## config.mk

```make
export PLATFORM = sky130hd
export DESIGN_NAME = virtual_cpu_iface_priority_maint
export DESIGN_NICKNAME = d
export VERILOG_FILES = /design/src/design/vcpu_pkg.sv /design/src/design/virtual_cpu_iface_priority_maint.sv /design/src/design/lowest_set_finder.sv
export SDC_FILE = /design/constraint.sdc
export NUM_CORES = 1
export LEC_CHECK = 0
export ABC_CLOCK_PERIOD_IN_PS = 19400
export BUFFER_PORTS_ARGS = -buffer_cell sky130_fd_sc_hd__buf_4
export CAP_MARGIN = 10
export CORE_MARGIN = 2
export CORE_UTILIZATION = 40
export DETAILED_ROUTE_END_ITERATION = 16
export HOLD_SLACK_MARGIN = 0.02
export PLACE_DENSITY_LB_ADDON = 0.05
export SYNTH_ARGS = -nofsm -noshare
export SYNTH_HDL_FRONTEND = slang
export SYNTH_SLANG_ARGS = --single-unit
export TNS_END_PERCENT = 30
```

## constraint.sdc

```tcl
create_clock -name i_clk_sys -period 19.4 [get_ports i_clk_sys]
set_input_delay 0.97 -clock i_clk_sys [delete_from_list [all_inputs] [get_ports i_clk_sys]]
set_output_delay 0.97 -clock i_clk_sys [all_outputs]
set_load 0.01 [all_outputs]
```

## src/design/vcpu_pkg.sv

```systemverilog
`default_nettype none
package vcpu_pkg;
  // Register offsets, byte addresses
  localparam logic [7:0] OFF_HCR   = 8'h00; // Hypervisor virtual control
  localparam logic [7:0] OFF_VMCR  = 8'h04; // Virtual machine control
  localparam logic [7:0] OFF_VTR   = 8'h08; // Virtual type info, read only
  localparam logic [7:0] OFF_MAINT = 8'h0c; // Maintenance state, read only
  localparam logic [7:0] OFF_EOI   = 8'h10; // End-of-interrupt request, write only
  localparam logic [7:0] OFF_DROP  = 8'h14; // Priority drop, write only
  localparam logic [7:0] OFF_ACT   = 8'h18; // Highest active group/priority
  localparam logic [7:0] OFF_LOOK  = 8'h1c; // Active entry search
  localparam logic [7:0] OFF_PRIM  = 8'h20; // Priority group masking
  localparam logic [7:0] OFF_AP0   = 8'h40; // Active priority group 0, 4 words
  localparam logic [7:0] OFF_AP1   = 8'h50; // Active priority group 1, 4 words
  localparam logic [7:0] OFF_LR    = 8'h80; // List entries, one word each

  // Hypervisor control fields
  localparam int HCR_EN      = 0;  // Global enable
  localparam int HCR_MIE_LSB = 1;  // Condition enables, maintenance-state order
  localparam int HCR_MIE_MSB = 8;
  localparam int HCR_CNT_LSB = 27; // Unmatched end-of-interrupt count
  localparam logic [8:0] HCR_RST = 9'h000;

  // Maintenance condition positions
  localparam int MS_EOI   = 0; // Entry received end-of-interrupt
  localparam int MS_UNDER = 1; // Zero or one valid entry
  localparam int MS_NOMAT = 2; // Unmatched end-of-interrupt seen
  localparam int MS_NOPND = 3; // No pending entry
  localparam int MS_G0E   = 4;
  localparam int MS_G0D   = 5;
  localparam int MS_G1E   = 6;
  localparam int MS_G1D   = 7;

  // Virtual machine control fields
  localparam int VMCR_G0EN    = 0;
  localparam int VMCR_G1EN    = 1;
  localparam int VMCR_CBPR    = 4;
  localparam int VMCR_BP0_LSB = 8;
  localparam int VMCR_BP1_LSB = 12;
  localparam logic [15:0] VMCR_RST = 16'h0000;

  // Type info fields
  localparam int VTR_PRE_LSB = 8;
  localparam int VTR_PRI_LSB = 12;
  localparam int VTR_NLR_LSB = 16;
  localparam int VTR_INT_LSB = 24;

  // Identifier width codes
  localparam logic [2:0] ID_CODE_16 = 3'h0;
  localparam logic [2:0] ID_CODE_24 = 3'h1;

  // List entry states
  localparam logic [1:0] ST_INV  = 2'h0;
  localparam logic [1:0] ST_PEND = 2'h1;
  localparam logic [1:0] ST_ACT  = 2'h2;

  // First locality-specific identifier
  localparam logic [15:0] LPI_MIN_VID = 16'h2000;
  localparam logic [7:0]  NO_MATCH    = 8'hff;
  localparam logic [7:0]  NO_PRIO     = 8'hff;

  // Highest active group result
  typedef enum logic [1:0] {
    GRP_NONE = 2'h0,
    GRP_ZERO = 2'h1,
    GRP_ONE  = 2'h2
  } grp_t;

  // One list entry word
  typedef struct packed {
    logic [1:0]  state;
    logic        eoi_seen;
    logic        group;
    logic [3:0]  rsvd;
    logic [7:0]  prio;
    logic [15:0] vid;
  } lr_entry_t;

  // Directly injected candidate from the redistribution side
  typedef struct packed {
    logic        valid;
    logic [7:0]  prio;
    logic [15:0] vid;
  } direct_inj_t;

  // Overall highest pending virtual interrupt
  typedef struct packed {
    logic        valid;
    logic        direct;
    logic [7:0]  prio;
    logic [15:0] vid;
  } pend_out_t;
endpackage
`default_nettype wire

```

## src/design/virtual_cpu_iface_priority_maint.sv

```systemverilog
// Operation
// - No maintenance interrupt without global enable
// - Maintenance output is a level
// - Group enabled/disabled conditions, each with enable
// - Interrupt when no entry is pending
// - Interrupt after unmatched end-of-interrupt request
// - Underflow: zero or one valid entry
// - Interrupt while an entry saw end-of-interrupt
// - Maintenance identifier recommended as 25
// - Active bits: 128 or two^preemption bits
// - Highest active group by downward scan, lowest set bit kept
// - Highest active priority, 0xff when none
// - Report whether any active bit set
// - Drop clears lowest bit, group 0 first
// - Active search from entry 0, else -1
// - Minimum point keeps preemption top bits
// - Group field keeps top 7-point bits, top 8-point for non-secure group 1 without common point
// - Width code 000 is 16, 001 is 24
// - Identifier above 8191 has no active state
// - Direct candidate prioritized with list entries
// - Direct candidates only in non-secure state
// - Secure state withholds set commands
// - Without top level, any security state
// - Active bit marks undropped acknowledged interrupt
//
// The register offsets and the plain strobed port are this design's own decisions.
`default_nettype none
module virtual_cpu_iface_priority_maint #(
  parameter int         NLR         = 4,          // Number of list entries
  parameter int         PRI_BITS    = 5,          // Virtual priority bits
  parameter int         PRE_BITS    = 5,          // Virtual preemption bits
  parameter logic [2:0] ID_CODE     = 3'h0,       // Identifier width code
  parameter logic [7:0] MAINT_ID    = 8'h19       // Maintenance identifier
) (
  input  wire logic                   i_clk_sys,
  input  wire logic                   i_rst_n,
  input  wire logic [7:0]             i_addr,     // Register byte address
  input  wire logic [31:0]            i_wdata,    // Write data
  input  wire logic                   i_wr,       // Write strobe
  input  wire logic                   i_rd,       // Read strobe
  output logic [31:0]                 o_rdata,    // Read data, cycle after strobe
  input  wire logic                   i_secure,   // Processor in secure state
  input  wire logic                   i_el3_present, // Highest exception level exists
  input  wire vcpu_pkg::direct_inj_t  i_direct,   // Forwarded direct candidate
  output logic                        o_maint,    // Maintenance interrupt level
  output vcpu_pkg::pend_out_t         o_pend      // Highest pending virtual interrupt
);
  // Implemented active-priority bits per group
  localparam int AP_BITS = (PRI_BITS == 8) ? 128 : (1 << PRE_BITS);
  localparam logic [127:0] AP_MASK = (AP_BITS == 128) ? {128{1'b1}} :
                                     ((128'h1 << AP_BITS) - 128'h1);
  // Minimum binary point mask keeps the preemption bits
  localparam logic [7:0] MIN_MASK = 8'(8'hff << (8 - PRE_BITS));
  localparam int IW = (NLR > 1) ? $clog2(NLR) : 1;
  localparam int CW = $clog2(NLR + 1);

  // Refuse shapes the logic cannot serve
  if (NLR < 1 || NLR > 16 || PRE_BITS < 5 || PRE_BITS > 7 ||
      PRI_BITS < PRE_BITS || PRI_BITS > 8) begin : g_bad_shape
    $error("virtual cpu interface parameters out of range");
  end
  // Only the two documented width codes exist
  if (ID_CODE != vcpu_pkg::ID_CODE_16 && ID_CODE != vcpu_pkg::ID_CODE_24) begin : g_bad_id
    $error("identifier width code invalid");
  end

  // Whole state of the block
  typedef struct packed {
    logic [8:0]                      hcr;     // Enable and condition enables
    logic [4:0]                      eoi_cnt; // Unmatched end-of-interrupt count
    logic [15:0]                     vmcr;    // Group enables and binary points
    logic [127:0]                    ap0;     // Group 0 active priorities
    logic [127:0]                    ap1;     // Group 1 active priorities
    vcpu_pkg::lr_entry_t [NLR-1:0]   lr;      // List entries
    logic [7:0]                      lookup;  // Last search result
    logic [8:0]                      prim;    // Priority and group for masking
    logic [31:0]                     rdata;   // Read data
    logic                            maint;   // Maintenance level
    vcpu_pkg::pend_out_t             pend;    // Pending selection
  } state_t;

  state_t s_r;   // Registered state
  state_t s_nxt; // Next state

  // Derived signals
  logic [127:0]      ap0_i;      // Implemented group 0 bits
  logic [127:0]      ap1_i;      // Implemented group 1 bits
  logic              ap_any;     // Any active bit
  logic [7:0]        hi_idx;     // Lowest set index
  vcpu_pkg::grp_t    hi_grp;     // Highest active group
  logic [CW-1:0]     valid_cnt;  // Valid entries
  logic              any_pend;   // Some entry pending
  logic              any_eoi;    // Some entry saw end-of-interrupt
  logic              best_ok;    // Pending entry found
  logic [IW-1:0]     best_idx;   // Best pending entry
  logic [7:0]        best_prio;  // Its priority
  logic              hit;        // Active entry matches write data
  logic [IW-1:0]     hit_idx;    // First matching entry
  logic              direct_ok;  // Direct candidate may compete
  logic [7:0]        cond;       // Raw maintenance conditions
  logic [7:0]        cond_en;    // Conditions gated by their enables
  logic              maint_lvl;  // Level before the register
  logic [3:0]        grp_shift;  // Zero bits below the group field
  logic [7:0]        grp_bits;   // Group priority field
  logic [7:0]        min_bits;   // Minimum point priority group
  logic [31:0]       rd_val;     // Read multiplexer
  logic [31:0]       vtr_val;    // Type info word
  logic              lr_sel;     // Address in list entry range
  logic [3:0]        lr_w;       // Addressed list entry

  // Only implemented bits take part
  assign ap0_i = s_r.ap0 & AP_MASK;
  assign ap1_i = s_r.ap1 & AP_MASK;

  // Lowest set index across both groups
  lowest_set_finder #(
    .W(128)
  ) u_find (
    .i_vec  (ap0_i | ap1_i),
    .o_found(ap_any),
    .o_index(hi_idx)
  );

  // Group 0 wins at the first set index
  always_comb begin
    if (!ap_any) begin
      hi_grp = vcpu_pkg::GRP_NONE;
    end else if (ap0_i[hi_idx[6:0]]) begin
      hi_grp = vcpu_pkg::GRP_ZERO;
    end else begin
      hi_grp = vcpu_pkg::GRP_ONE;
    end
  end

  // Scan of list entries
  always_comb begin
    valid_cnt = '0;
    any_pend  = 1'b0;
    any_eoi   = 1'b0;
    best_ok   = 1'b0;
    best_idx  = '0;
    best_prio = vcpu_pkg::NO_PRIO;
    hit       = 1'b0;
    hit_idx   = '0;
    for (int i = 0; i < NLR; i++) begin
      // Count valid entries
      if (s_r.lr[i].state != vcpu_pkg::ST_INV) begin
        valid_cnt = CW'(valid_cnt + 1'b1);
      end
      // Pending bit of the state
      if (s_r.lr[i].state[0]) begin
        any_pend = 1'b1;
      end
      if (s_r.lr[i].eoi_seen) begin
        any_eoi = 1'b1;
      end
      // Best pending entry of an enabled group, lower index on ties
      if (s_r.lr[i].state[0] &&
          s_r.vmcr[s_r.lr[i].group ? vcpu_pkg::VMCR_G1EN : vcpu_pkg::VMCR_G0EN] &&
          (!best_ok || s_r.lr[i].prio < best_prio)) begin
        best_ok   = 1'b1;
        best_idx  = IW'(i);
        best_prio = s_r.lr[i].prio;
      end
      // First active entry matching the written identifier
      if (!hit && s_r.lr[i].state[1] && s_r.lr[i].vid < vcpu_pkg::LPI_MIN_VID &&
          s_r.lr[i].vid == i_wdata[15:0]) begin
        hit     = 1'b1;
        hit_idx = IW'(i);
      end
    end
  end

  // Direct candidates compete only where security state allows
  assign direct_ok = i_direct.valid && s_r.vmcr[vcpu_pkg::VMCR_G1EN] &&
                     (!i_el3_present || !i_secure);

  // Maintenance conditions in maintenance-state order
  always_comb begin
    cond                    = '0;
    cond[vcpu_pkg::MS_EOI]   = any_eoi;
    cond[vcpu_pkg::MS_UNDER] = valid_cnt <= CW'(1);
    cond[vcpu_pkg::MS_NOMAT] = s_r.eoi_cnt != 5'h00;
    cond[vcpu_pkg::MS_NOPND] = !any_pend;
    cond[vcpu_pkg::MS_G0E]   = s_r.vmcr[vcpu_pkg::VMCR_G0EN];
    cond[vcpu_pkg::MS_G0D]   = !s_r.vmcr[vcpu_pkg::VMCR_G0EN];
    cond[vcpu_pkg::MS_G1E]   = s_r.vmcr[vcpu_pkg::VMCR_G1EN];
    cond[vcpu_pkg::MS_G1D]   = !s_r.vmcr[vcpu_pkg::VMCR_G1EN];
  end
  assign cond_en   = cond & s_r.hcr[vcpu_pkg::HCR_MIE_MSB:vcpu_pkg::HCR_MIE_LSB];
  assign maint_lvl = s_r.hcr[vcpu_pkg::HCR_EN] && (|cond_en);

  // Group field zero count: common point or group 0 uses point 0
  always_comb begin
    if (!s_r.prim[8] || s_r.vmcr[vcpu_pkg::VMCR_CBPR]) begin
      grp_shift = {1'b0, s_r.vmcr[vcpu_pkg::VMCR_BP0_LSB +: 3]} + 4'h1;
    end else if (i_secure) begin
      grp_shift = {1'b0, s_r.vmcr[vcpu_pkg::VMCR_BP1_LSB +: 3]} + 4'h1;
    end else begin
      grp_shift = {1'b0, s_r.vmcr[vcpu_pkg::VMCR_BP1_LSB +: 3]}; // Point minus one
    end
  end
  assign grp_bits = s_r.prim[7:0] & 8'(8'hff << grp_shift);
  assign min_bits = s_r.prim[7:0] & MIN_MASK;

  // Type info, maintenance identifier in the top byte
  assign vtr_val = {MAINT_ID, 4'h0, 4'(NLR - 1), 1'b0, 3'(PRI_BITS - 1),
                    1'b0, 3'(PRE_BITS - 1), 5'h00, ID_CODE};

  // List entry window decode
  assign lr_sel = i_addr >= vcpu_pkg::OFF_LR && i_addr < 8'(vcpu_pkg::OFF_LR + 4 * NLR);
  assign lr_w   = i_addr[5:2];

  // Read multiplexer, unmapped reads as zero
  always_comb begin
    if (i_addr == vcpu_pkg::OFF_HCR) begin
      rd_val = {s_r.eoi_cnt, 18'h00000, s_r.hcr};
    end else if (i_addr == vcpu_pkg::OFF_VMCR) begin
      rd_val = {16'h0000, s_r.vmcr};
    end else if (i_addr == vcpu_pkg::OFF_VTR) begin
      rd_val = vtr_val;
    end else if (i_addr == vcpu_pkg::OFF_MAINT) begin
      rd_val = {24'h000000, cond_en};
    end else if (i_addr == vcpu_pkg::OFF_ACT) begin
      rd_val = {15'h0000, ap_any, 6'h00, hi_grp, hi_idx};
    end else if (i_addr == vcpu_pkg::OFF_LOOK) begin
      rd_val = {24'h000000, s_r.lookup};
    end else if (i_addr == vcpu_pkg::OFF_PRIM) begin
      rd_val = {16'h0000, grp_bits, min_bits};
    end else if (i_addr[7:4] == vcpu_pkg::OFF_AP0[7:4]) begin
      rd_val = ap0_i[32 * i_addr[3:2] +: 32];
    end else if (i_addr[7:4] == vcpu_pkg::OFF_AP1[7:4]) begin
      rd_val = ap1_i[32 * i_addr[3:2] +: 32];
    end else if (lr_sel) begin
      rd_val = s_r.lr[lr_w[IW-1:0]];
    end else begin
      rd_val = 32'h00000000;
    end
  end

  // Next state
  always_comb begin
    s_nxt       = s_r;
    s_nxt.rdata = 32'h00000000;
    s_nxt.maint = maint_lvl;
    // Overall pending: direct candidate wins only when strictly higher
    if (direct_ok && (!best_ok || i_direct.prio < best_prio)) begin
      s_nxt.pend = {1'b1, 1'b1, i_direct.prio, i_direct.vid};
    end else if (best_ok) begin
      s_nxt.pend = {1'b1, 1'b0, best_prio, s_r.lr[best_idx].vid};
    end else begin
      s_nxt.pend = '0;
    end
    // Register writes
    if (i_wr) begin
      if (i_addr == vcpu_pkg::OFF_HCR) begin
        s_nxt.hcr     = i_wdata[8:0];
        s_nxt.eoi_cnt = i_wdata[vcpu_pkg::HCR_CNT_LSB +: 5];
      end else if (i_addr == vcpu_pkg::OFF_VMCR) begin
        s_nxt.vmcr = i_wdata[15:0];
      end else if (i_addr == vcpu_pkg::OFF_EOI) begin
        // Matching entry leaves active and records the request
        if (hit) begin
          s_nxt.lr[hit_idx].state    = s_r.lr[hit_idx].state & vcpu_pkg::ST_PEND;
          s_nxt.lr[hit_idx].eoi_seen = 1'b1;
        end else if (s_r.eoi_cnt != 5'h1f) begin
          s_nxt.eoi_cnt = s_r.eoi_cnt + 5'h01;
        end
      end else if (i_addr == vcpu_pkg::OFF_DROP) begin
        // Clear one bit, group 0 preferred at equal index
        if (ap_any && ap0_i[hi_idx[6:0]]) begin
          s_nxt.ap0[hi_idx[6:0]] = 1'b0;
        end else if (ap_any) begin
          s_nxt.ap1[hi_idx[6:0]] = 1'b0;
        end
      end else if (i_addr == vcpu_pkg::OFF_LOOK) begin
        s_nxt.lookup = hit ? 8'(hit_idx) : vcpu_pkg::NO_MATCH;
      end else if (i_addr == vcpu_pkg::OFF_PRIM) begin
        s_nxt.prim = i_wdata[8:0];
      end else if (i_addr[7:4] == vcpu_pkg::OFF_AP0[7:4]) begin
        // A set bit is an acknowledged, undropped group 0 interrupt
        s_nxt.ap0[32 * i_addr[3:2] +: 32] = i_wdata & AP_MASK[32 * i_addr[3:2] +: 32];
      end else if (i_addr[7:4] == vcpu_pkg::OFF_AP1[7:4]) begin
        s_nxt.ap1[32 * i_addr[3:2] +: 32] = i_wdata & AP_MASK[32 * i_addr[3:2] +: 32];
      end else if (lr_sel) begin
        s_nxt.lr[lr_w[IW-1:0]] = i_wdata;
        // Locality-specific identifiers never hold the active state
        if (i_wdata[15:0] >= vcpu_pkg::LPI_MIN_VID) begin
          s_nxt.lr[lr_w[IW-1:0]].state[1] = 1'b0;
        end
      end
    end
    // Read data for the following cycle
    if (i_rd) begin
      s_nxt.rdata = rd_val;
    end
  end

  // State register, synchronous reset
  always_ff @(posedge i_clk_sys) begin
    if (!i_rst_n) begin
      s_r        <= '0;
      s_r.hcr    <= vcpu_pkg::HCR_RST;
      s_r.vmcr   <= vcpu_pkg::VMCR_RST;
      s_r.lookup <= vcpu_pkg::NO_MATCH;
    end else begin
      s_r <= s_nxt;
    end
  end

  // Outputs straight from the state
  assign o_rdata = s_r.rdata;
  assign o_maint = s_r.maint;
  assign o_pend  = s_r.pend;
endmodule
`default_nettype wire

```

## src/design/lowest_set_finder.sv

```systemverilog
`default_nettype none
// Finds the lowest set bit index of a vector
module lowest_set_finder #(
  parameter int W = 128
) (
  input  wire logic [W-1:0] i_vec,
  output logic              o_found,
  output logic [7:0]        o_index
);
  // Index must fit eight bits
  if (W < 1 || W > 256) begin : g_bad_width
    $error("lowest_set_finder width out of range");
  end

  // Scan downward so the lowest set bit is kept last
  always_comb begin
    o_found = 1'b0;
    o_index = 8'hff;
    for (int i = W - 1; i >= 0; i--) begin
      if (i_vec[i]) begin
        o_found = 1'b1;
        o_index = 8'(i);
      end
    end
  end
endmodule
`default_nettype wire

```

==> metrics.md, run 1 <==
| Metric | Value |
|---|---|
| Average cell area after synthesis | just under 8 sq um |
| Master cell of the clock root buffer | sky130_fd_sc_hd__clkbuf_16 |
| Maximum resistive drop on vdd | 0.0510 mV |
| Post-layout total power | 0.00138 W |
| Number of top-level pins | 130 |
| Fraction of synthesized area in multiplexers | approximately 7.3% |
| Layout Area Growth over Synthesis | 11.1% |
| Number of global-route vias before repair | around 16000 |
| Pin count of the biggest net entering global routing | slightly above 80 |
| Cells resized by post-CTS repair | 0 |
| Number of flops mapped to enable cells by yosys | 0 |
| First DRT Iteration DRCs | ~1900 |
| Cts-stage hold buffer count | 0 |
| Net count after synthesis | roughly 2300 |
| Data required time at the worst endpoint | approximately 20 ns |
| Wire length of the first global-routing pass | ~100000 um |
| Number of max-cap violations | 0 |
| Number of iterations in the first detailed-routing pass | 7 |
| Total routing resource utilization after global routing | between 30% and 40% |
| Power per cell area | 71.7 mW/mm^2 |
| Yosys warning count | 0 |
| Hold violation total from the final report | 0 |
| Share of Yosys cell area claimed by the top area cell type | between 30% and 40% |
| Simple-gate share of the synthesized area | 22.3% |
| Number of endpoints failing setup at the final stage | 0 |
| Area inside the core boundary | ~0.043 sq mm |
| Post-synth design cell area | around 0.017 sq mm |
| Critical path peak fanout | 46 |
| TritonCTS Sinks | 293 |
| Run status | completed |
| Sequential share of power | 43.9% |
| Tightest Pin Transition | 1.10 ns |
| Xor and xnor area share after synthesis | ~3% |
| Cell taking the most area after synthesis | sky130_fd_sc_hd__dfxtp_1 |
| Total Wirelength | slightly below 70000 um |
| Final cycle utilization of the critical path | a little under half |
| Global route overflow | 0 |
| Number of CTS-inserted buffers | 35 |
| Number of antenna violations at the first check in global routing | 0 |
| Post-DP HPWL | roughly 48000 um |
| Routed WL per cell | around 25 um |
| Maximum operating frequency | 114 MHz |
| Standard cell with the maximum stage delay on the critical path | sky130_fd_sc_hd__a211oi_1 |
| Total Neg Setup Slack | 0 ns |
| Critical Path Start Type | flop |
| # Post-CTS Setup Buffers | 0 |
| Floorplan die height | between 200 and 250 um |
| Max stage delay on crit path | 0.51 ns |
| Post-layout net count | around 2300 |
| Crit-path most repeated cell | sky130_fd_sc_hd__a21o_1 |
| Seq/Total Area, Yosys | between 30% and 40% |
| Setup repair after global routing missed its margin | no |
| Count of distinct cell types in the synthesized netlist | 77 |
| Initial Util | just over 40% |
| Fraction of final layout cells with drive strength greater than 1 | between 10 and 15% |
| Routability-driven placement congestion ratio | slightly below 1 |
| Routed vias/inst | between 6 and 7 |
| Leakage component of the power | 6.80 nW |
| Clk_lat worst skew | 0.56 ns |
| Rel. slew slack | approximately 26% |
| Worst clock skew | 0.0170 ns |
| Sw Share | approximately a quarter |
| Cell Rows | 76 |
| Top flip-flop cell by instance count after synthesis | sky130_fd_sc_hd__dfxtp_1 |
| Total number of vias | about 17000 |
| Syn Inst Count | 2217 |
| Largest cells by area after synthesis | sky130_fd_sc_hd__dfxtp_1, sky130_fd_sc_hd__a21oi_1, sky130_fd_sc_hd__nand2_1 |
| Category of the worst setup path capture point | flop |
| Input/output buffers | 129 |
| Post-synthesis share of cell area spent on full adders, half adders and majority gates | 2.82% |
| # DRC | 0 |
| Antenna-violating nets left | 0 |
| Main combinational cell family by area after synthesis | compound AO/OA/AOI/OAI gates |
| Max-slew violations | 0 |
| Antenna cells | 0 |
| Synth Register Bits | just under 300 |
| Async set-reset flop share out of synthesis | 0% |
| Fin crit period | approximately 8.8 ns |
| CTS tree | yes |
| Clock transition at the registers of the reported paths | ~0.060 ns |
| Worst EP arrival | between 9 and 10 ns |
| Die area | roughly 0.045 sq mm |
| Maximum clock path buffer count | 3 |
| Internal Dissipation | ~0.0010 W |
| Combinational Power Share | 8.4% |
| Synth Area in Compound Gates | between 20% and 30% |
| Kind of path behind the tightest hold check | reg -> reg |
| Clock share of power | between 40% and 50% |
| Power spent charging and discharging nets | between 0.0003 and 0.0004 W |
| X dimension of the die | about 210 um |
| Total number of H-tree levels | 2 |
| Start-to-end type of the worst setup path | reg -> reg |
cells in the mapped netlist, types with 30 or more instances:
master	instances
sky130_fd_sc_hd__a221oi_1	39
sky130_fd_sc_hd__ha_1	39
sky130_fd_sc_hd__a222oi_1	31
sky130_fd_sc_hd__a211oi_1	35
sky130_fd_sc_hd__o21ai_0	51
sky130_fd_sc_hd__o21ai_1	33
sky130_fd_sc_hd__dfxtp_1	293
sky130_fd_sc_hd__buf_4	60
sky130_fd_sc_hd__nand2_1	312
sky130_fd_sc_hd__mux2i_1	40
sky130_fd_sc_hd__nand3_1	167
sky130_fd_sc_hd__a22oi_1	46
sky130_fd_sc_hd__o31ai_1	32
sky130_fd_sc_hd__a21oi_1	262
sky130_fd_sc_hd__xnor2_1	57
sky130_fd_sc_hd__clkbuf_1	137
sky130_fd_sc_hd__mux4_2	32
sky130_fd_sc_hd__nand4_1	30
sky130_fd_sc_hd__nor3_1	47
sky130_fd_sc_hd__nor2_1	181
sky130_fd_sc_hd__inv_1	35
worst paths after layout:
kind	startpoint	end	slack, ns	cells past startpoint
worst max-delay path	cond[6]$_SDFFE_PN0P_	o_pend[16]$_SDFF_PN0_	10.63	33
worst min-delay path	s_r[132]$_SDFFE_PN0P_	s_r[132]$_SDFFE_PN0P_	0.45	2
worst max register to register	cond[6]$_SDFFE_PN0P_	o_pend[16]$_SDFF_PN0_	10.63	33
worst min register to register	s_r[132]$_SDFFE_PN0P_	s_r[132]$_SDFFE_PN0P_	0.45	2
power groups by stage:
stage	Combinational, W	Sequential (W)	Clock (W)
floorplan	0.0000659	0.000617	0
global placement	0.000114	0.000618	0
detailed placement	0.000114	0.000618	0
CTS	0.000114	0.000604	0.000668
global route	0.000122	0.000604	0.000687
finish	0.000116	0.000604	0.000656
through the flow:
step / cells / utilization, % / cell area, sq um / hold WS (ns) / setup WS (ns)
2_1_floorplan: 2217 / - / 17300 / 0.429 / 11.82
3_3_place_gp: 2715 / 42.2 / 18100 / 0.438 / 10.98
3_5_place_dp: 2715 / 42.2 / 18100 / 0.445 / 10.72
4_1_cts: 2773 / 44.8 / 19200 / 0.453 / 10.70
5_1_grt: 2773 / 44.8 / 19200 / 0.474 / 10.01
6_report: 2773 / 44.8 / 19200 / 0.452 / 10.63
cell families after synthesis:
family / Yosys count
and+or+nand+nor: 845
AOI/OAI and AO/OA: 613
DFF: 293
buffers and inverters: 283
muxes: 85
xor gates and xnor gates: 59
adders and majority gates: 39
state kept, by name, indices dropped and copies added, names as in the netlist:
register and cells:
o_rdata 32, min_bits 5, s_r 163, o_pend 26, ap0_i 32, cond 2
ap1_i 32, o_maint 1
metal layers:
metal | wire length (um) | global-route usage [%] | vias up
met2 | 31300 | 48.7 | 765
met5 | 0 | 0 | -
li1 | - | - | 7925
met4 | 2970 | 13.9 | 0
met1 | 29500 | 40.8 | 8297
met3 | 4880 | 4.26 | 158
critical path, delay by kind of cell, from the launching register on:
family,cells,cell delay (ns)
AO/OA/AOI/OAI,15,3.60
buffers and inverters,5,1.52
AND/OR/NAND/NOR,7,1.19
adder cells (fa/ha/maj),4,1.18
multiplexers,2,0.74
flip-flops,1,0.46
final cells by class:
cell class | instances | area [sq um]
Inverter | 35 | 136
Clock inverter | 8 | 65.1
Timing Repair Buffer | 161 | 1210
Fill cell | 4330 | 23700
Multi-Input combinational cell | 1641 | 10200
Sequential cell | 293 | 5870
Clock buffer | 50 | 1040
Tap cell | 585 | 732
cell usage in the layout, fill, tap and decap left out, types with 32 or more instances in the layout:
cell type and count:
sky130_fd_sc_hd__o21ai_0 49, sky130_fd_sc_hd__nor3_1 43, sky130_fd_sc_hd__nor2_1 180, sky130_fd_sc_hd__o21ai_1 32
sky130_fd_sc_hd__xnor2_1 57, sky130_fd_sc_hd__buf_4 161, sky130_fd_sc_hd__a211oi_1 35, sky130_fd_sc_hd__a21oi_1 262
sky130_fd_sc_hd__dfxtp_1 293, sky130_fd_sc_hd__a22oi_1 46, sky130_fd_sc_hd__nand2_1 312, sky130_fd_sc_hd__mux2i_1 40
sky130_fd_sc_hd__ha_1 39, sky130_fd_sc_hd__inv_1 34, sky130_fd_sc_hd__nand3_1 166, sky130_fd_sc_hd__a221oi_1 39
sky130_fd_sc_hd__clkbuf_16 37, sky130_fd_sc_hd__mux4_2 32
Power figures use the tool's default switching activity.
==> run 2, diff against run 1 <==
--- a/config.mk
+++ b/config.mk
@@ -5,7 +5,7 @@
 export SDC_FILE = /design/constraint.sdc
 export NUM_CORES = 1
 export LEC_CHECK = 0
-export ABC_CLOCK_PERIOD_IN_PS = 19400
+export ABC_CLOCK_PERIOD_IN_PS = 7950
 export BUFFER_PORTS_ARGS = -buffer_cell sky130_fd_sc_hd__buf_4
 export CAP_MARGIN = 10
 export CORE_MARGIN = 2
==> constraint.sdc (replaced) <==
create_clock -name i_clk_sys -period 7.95 [get_ports i_clk_sys]
set_input_delay 0.3975 -clock i_clk_sys [delete_from_list [all_inputs] [get_ports i_clk_sys]]
set_output_delay 0.3975 -clock i_clk_sys [all_outputs]
set_load 0.01 [all_outputs]
==> metrics.md, run 2 (same netlist as run 1, synthesis figures left out) <==
| Metric | Value |
|---|---|
| Run status | completed |
| Post-Route Hold Slack | between 0.05 and 0.06 ns |
| Number of stages on the worst hold path | 3 |
| Total number of vias | around 17000 |
| Fin crit period | approximately 7.4 ns |
| Fill cell instance count of the final layout | 4305 |
| Critical Path Start Type | flop |
| Start-to-end type of the worst setup path | reg -> reg |
| Hold violation total from the final report | 0 |
| Total placed instance area | 0.0183 sq mm |
| Cts-stage hold buffer count | 0 |
| Total number of H-tree levels | 2 |
| R2r worst-path depth | 37 |
| Antenna-violating nets left | 0 |
| Combinational Power Share | 8.0% |
| Pin count of the biggest net entering global routing | 83 |
| Sw Share | around 25% |
| Fraction of final layout cells with drive strength greater than 1 | 15.4% |
| Input/output buffers | 129 |
| Internal Dissipation | around 0.0026 W |
| CTS tree | yes |
| Power per cell area | between 150 and 200 mW/mm^2 |
| Number of max-cap violations | 0 |
| Final cycle utilization of the critical path | between 90% and 100% |
| Sequential share of power | 41.8% |
| Max reg flops | between 150 and 200 |
| Number of CTS-inserted buffers | 36 |
| Total Wirelength | ~70000 um |
| Maximum operating frequency | 134 MHz |
| Clock transition at the registers of the reported paths | around 0.060 ns |
| Leakage component of the power | 7.05 nW |
| Final Instance Count excl. Fillers | 2811 |
| Post-layout net count | approximately 2300 |
| Rel. slew slack | 26.3% |
| Most common cell after layout, fill and taps aside | sky130_fd_sc_hd__nand2_1 |
| Crit-path most repeated cell | sky130_fd_sc_hd__a21o_1 |
| Total routing resource utilization after global routing | 31.0% |
| Routed WL per cell | between 20 and 25 um |
| Category of the worst setup path capture point | flop |
| Wire length of the first global-routing pass | about 100000 um |
| Number of endpoints failing setup at the final stage | 0 |
| X dimension of the die | approximately 210 um |
| Post-DP HPWL | between 40000 and 50000 um |
| Layout Area Growth over Synthesis | 13.7% |
| Critical path peak fanout | 17 |
| Antenna cells | 0 |
| Number of top-level pins | 130 |
| Initial Util | between 40% and 50% |
| Fraction of the core area covered by cells at the end of the flow | around 46% |
| Tightest Pin Transition | around 1.1 ns |
| Number of iterations in the first detailed-routing pass | 6 |
| Commonest cells after routing, fill and taps aside | sky130_fd_sc_hd__nand2_1, sky130_fd_sc_hd__dfxtp_1, sky130_fd_sc_hd__a21oi_1, sky130_fd_sc_hd__buf_4, sky130_fd_sc_hd__nor2_1 |
| Maximum resistive drop on vdd | 0.169 mV |
| Worst EP arrival | a little under 8 ns |
| Global route overflow | 0 |
| Routability-driven placement congestion ratio | just over 0.9 |
| Cell Rows | 76 |
| Floorplan die height | around 210 um |
| Clock share of power | 50.2% |
| First DRT Iteration DRCs | between 1500 and 2000 |
| Routed vias/inst | about 6.1 |
| Maximum clock path buffer count | 3 |
| Max-slew violations | 0 |
| Die area | 0.0449 sq mm |
| Total non-filler cell area in the finished layout | approximately 0.02 sq mm |
| Clk_lat worst skew | between 0.5 and 0.6 ns |
| Worst clock skew | approximately 0.015 ns |
| Max stage delay on crit path | ~0.37 ns |
| Standard cell with the maximum stage delay on the critical path | sky130_fd_sc_hd__o32ai_4 |
| Kind of path behind the tightest hold check | in -> reg |
| Area inside the core boundary | about 0.043 sq mm |
| Master cell of the clock root buffer | sky130_fd_sc_hd__clkbuf_16 |
| Top register by number of flip-flops | s_r |
| Power spent charging and discharging nets | around 0.0009 W |
| # DRC | 0 |
| Number of antenna violations at the first check in global routing | 0 |
| Cell total after placement | 2740 |
| Number of global-route vias before repair | 16500 |
| TritonCTS Sinks | around 290 |
| Data required time at the worst endpoint | roughly 8.4 ns |
[run 2: power by group through the flow]
| stage | sequential, W | combinational (W) | clock (W) |
|---|---|---|---|
| after floorplan | 0.00151 | 0.000161 | 0 |
| after global placement | 0.00151 | 0.000275 | 0 |
| after detailed placement | 0.00151 | 0.000276 | 0 |
| after CTS | 0.00147 | 0.000277 | 0.00180 |
| after global routing | 0.00147 | 0.000296 | 0.00185 |
| final | 0.00147 | 0.000282 | 0.00177 |
[run 2: path summary, 6_finish.rpt]
| path | slack, ns | to | start |
|---|---|---|---|
| hold / removal | 0.05 | o_pend[5]$_SDFF_PN0_ | i_direct[5] |
| setup / recovery | 0.51 | o_pend[16]$_SDFF_PN0_ | s_r[104]$_SDFFE_PN0P_ |
| setup reg to reg | 0.51 | o_pend[16]$_SDFF_PN0_ | s_r[104]$_SDFFE_PN0P_ |
| hold reg to reg | 0.45 | s_r[134]$_SDFFE_PN0P_ | s_r[134]$_SDFFE_PN0P_ |
[run 2: cell type report]
| type | count | area (sq um) | share of cell area [%] |
|---|---|---|---|
| clock buffer | 50 | 1070 | 5.47 |
| clock inverter | 14 | 178 | 0.905 |
| inverter | 35 | 136 | 0.694 |
| multi-input combinational | 1642 | 10200 | 51.9 |
| sequential | 293 | 5870 | 29.9 |
| tap | 585 | 732 | 3.73 |
| timing repair buffer | 192 | 1460 | 7.44 |
[run 2: stage by stage]
step,setup slack [ns],power [W],TNS [ns]
after floorplan,0.368,0.00167,0
after global placement,-0.0431,0.00178,-0.235
after detailed placement,-0.318,0.00178,-3.19
after CTS,0.00350,0.00355,0
after global routing,-0.0434,0.00362,-0.209
final,0.508,0.00352,0
[run 2: layer usage]
metal	part of all wire, %	routed length [um]	vias up	track usage [%]
li1	-	-	7984	-
met1	43	29700	8312	41.2
met2	46	32100	739	49.7
met3	7.6	5330	134	5.46
met4	3.8	2680	0	12.9
met5	0	0	-	0
[run 2: repair_timing]
item                                    in CTS  in global routing
pin swaps                                    1                  5
gates cloned                                 1                  0
resized for setup                            2                  5
setup buffers                                0                  5
endpoints found under the setup margin      25                 25
[run 2: worst max-delay path, delay by kind of cell, from the launching register on]
kind / cells / cell delay, ns
compound gates: 17 / 3.38
simple gates: 9 / 1.20
fa+ha+maj: 4 / 0.97
buf+inv: 5 / 0.71
mux: 2 / 0.70
flops: 1 / 0.36
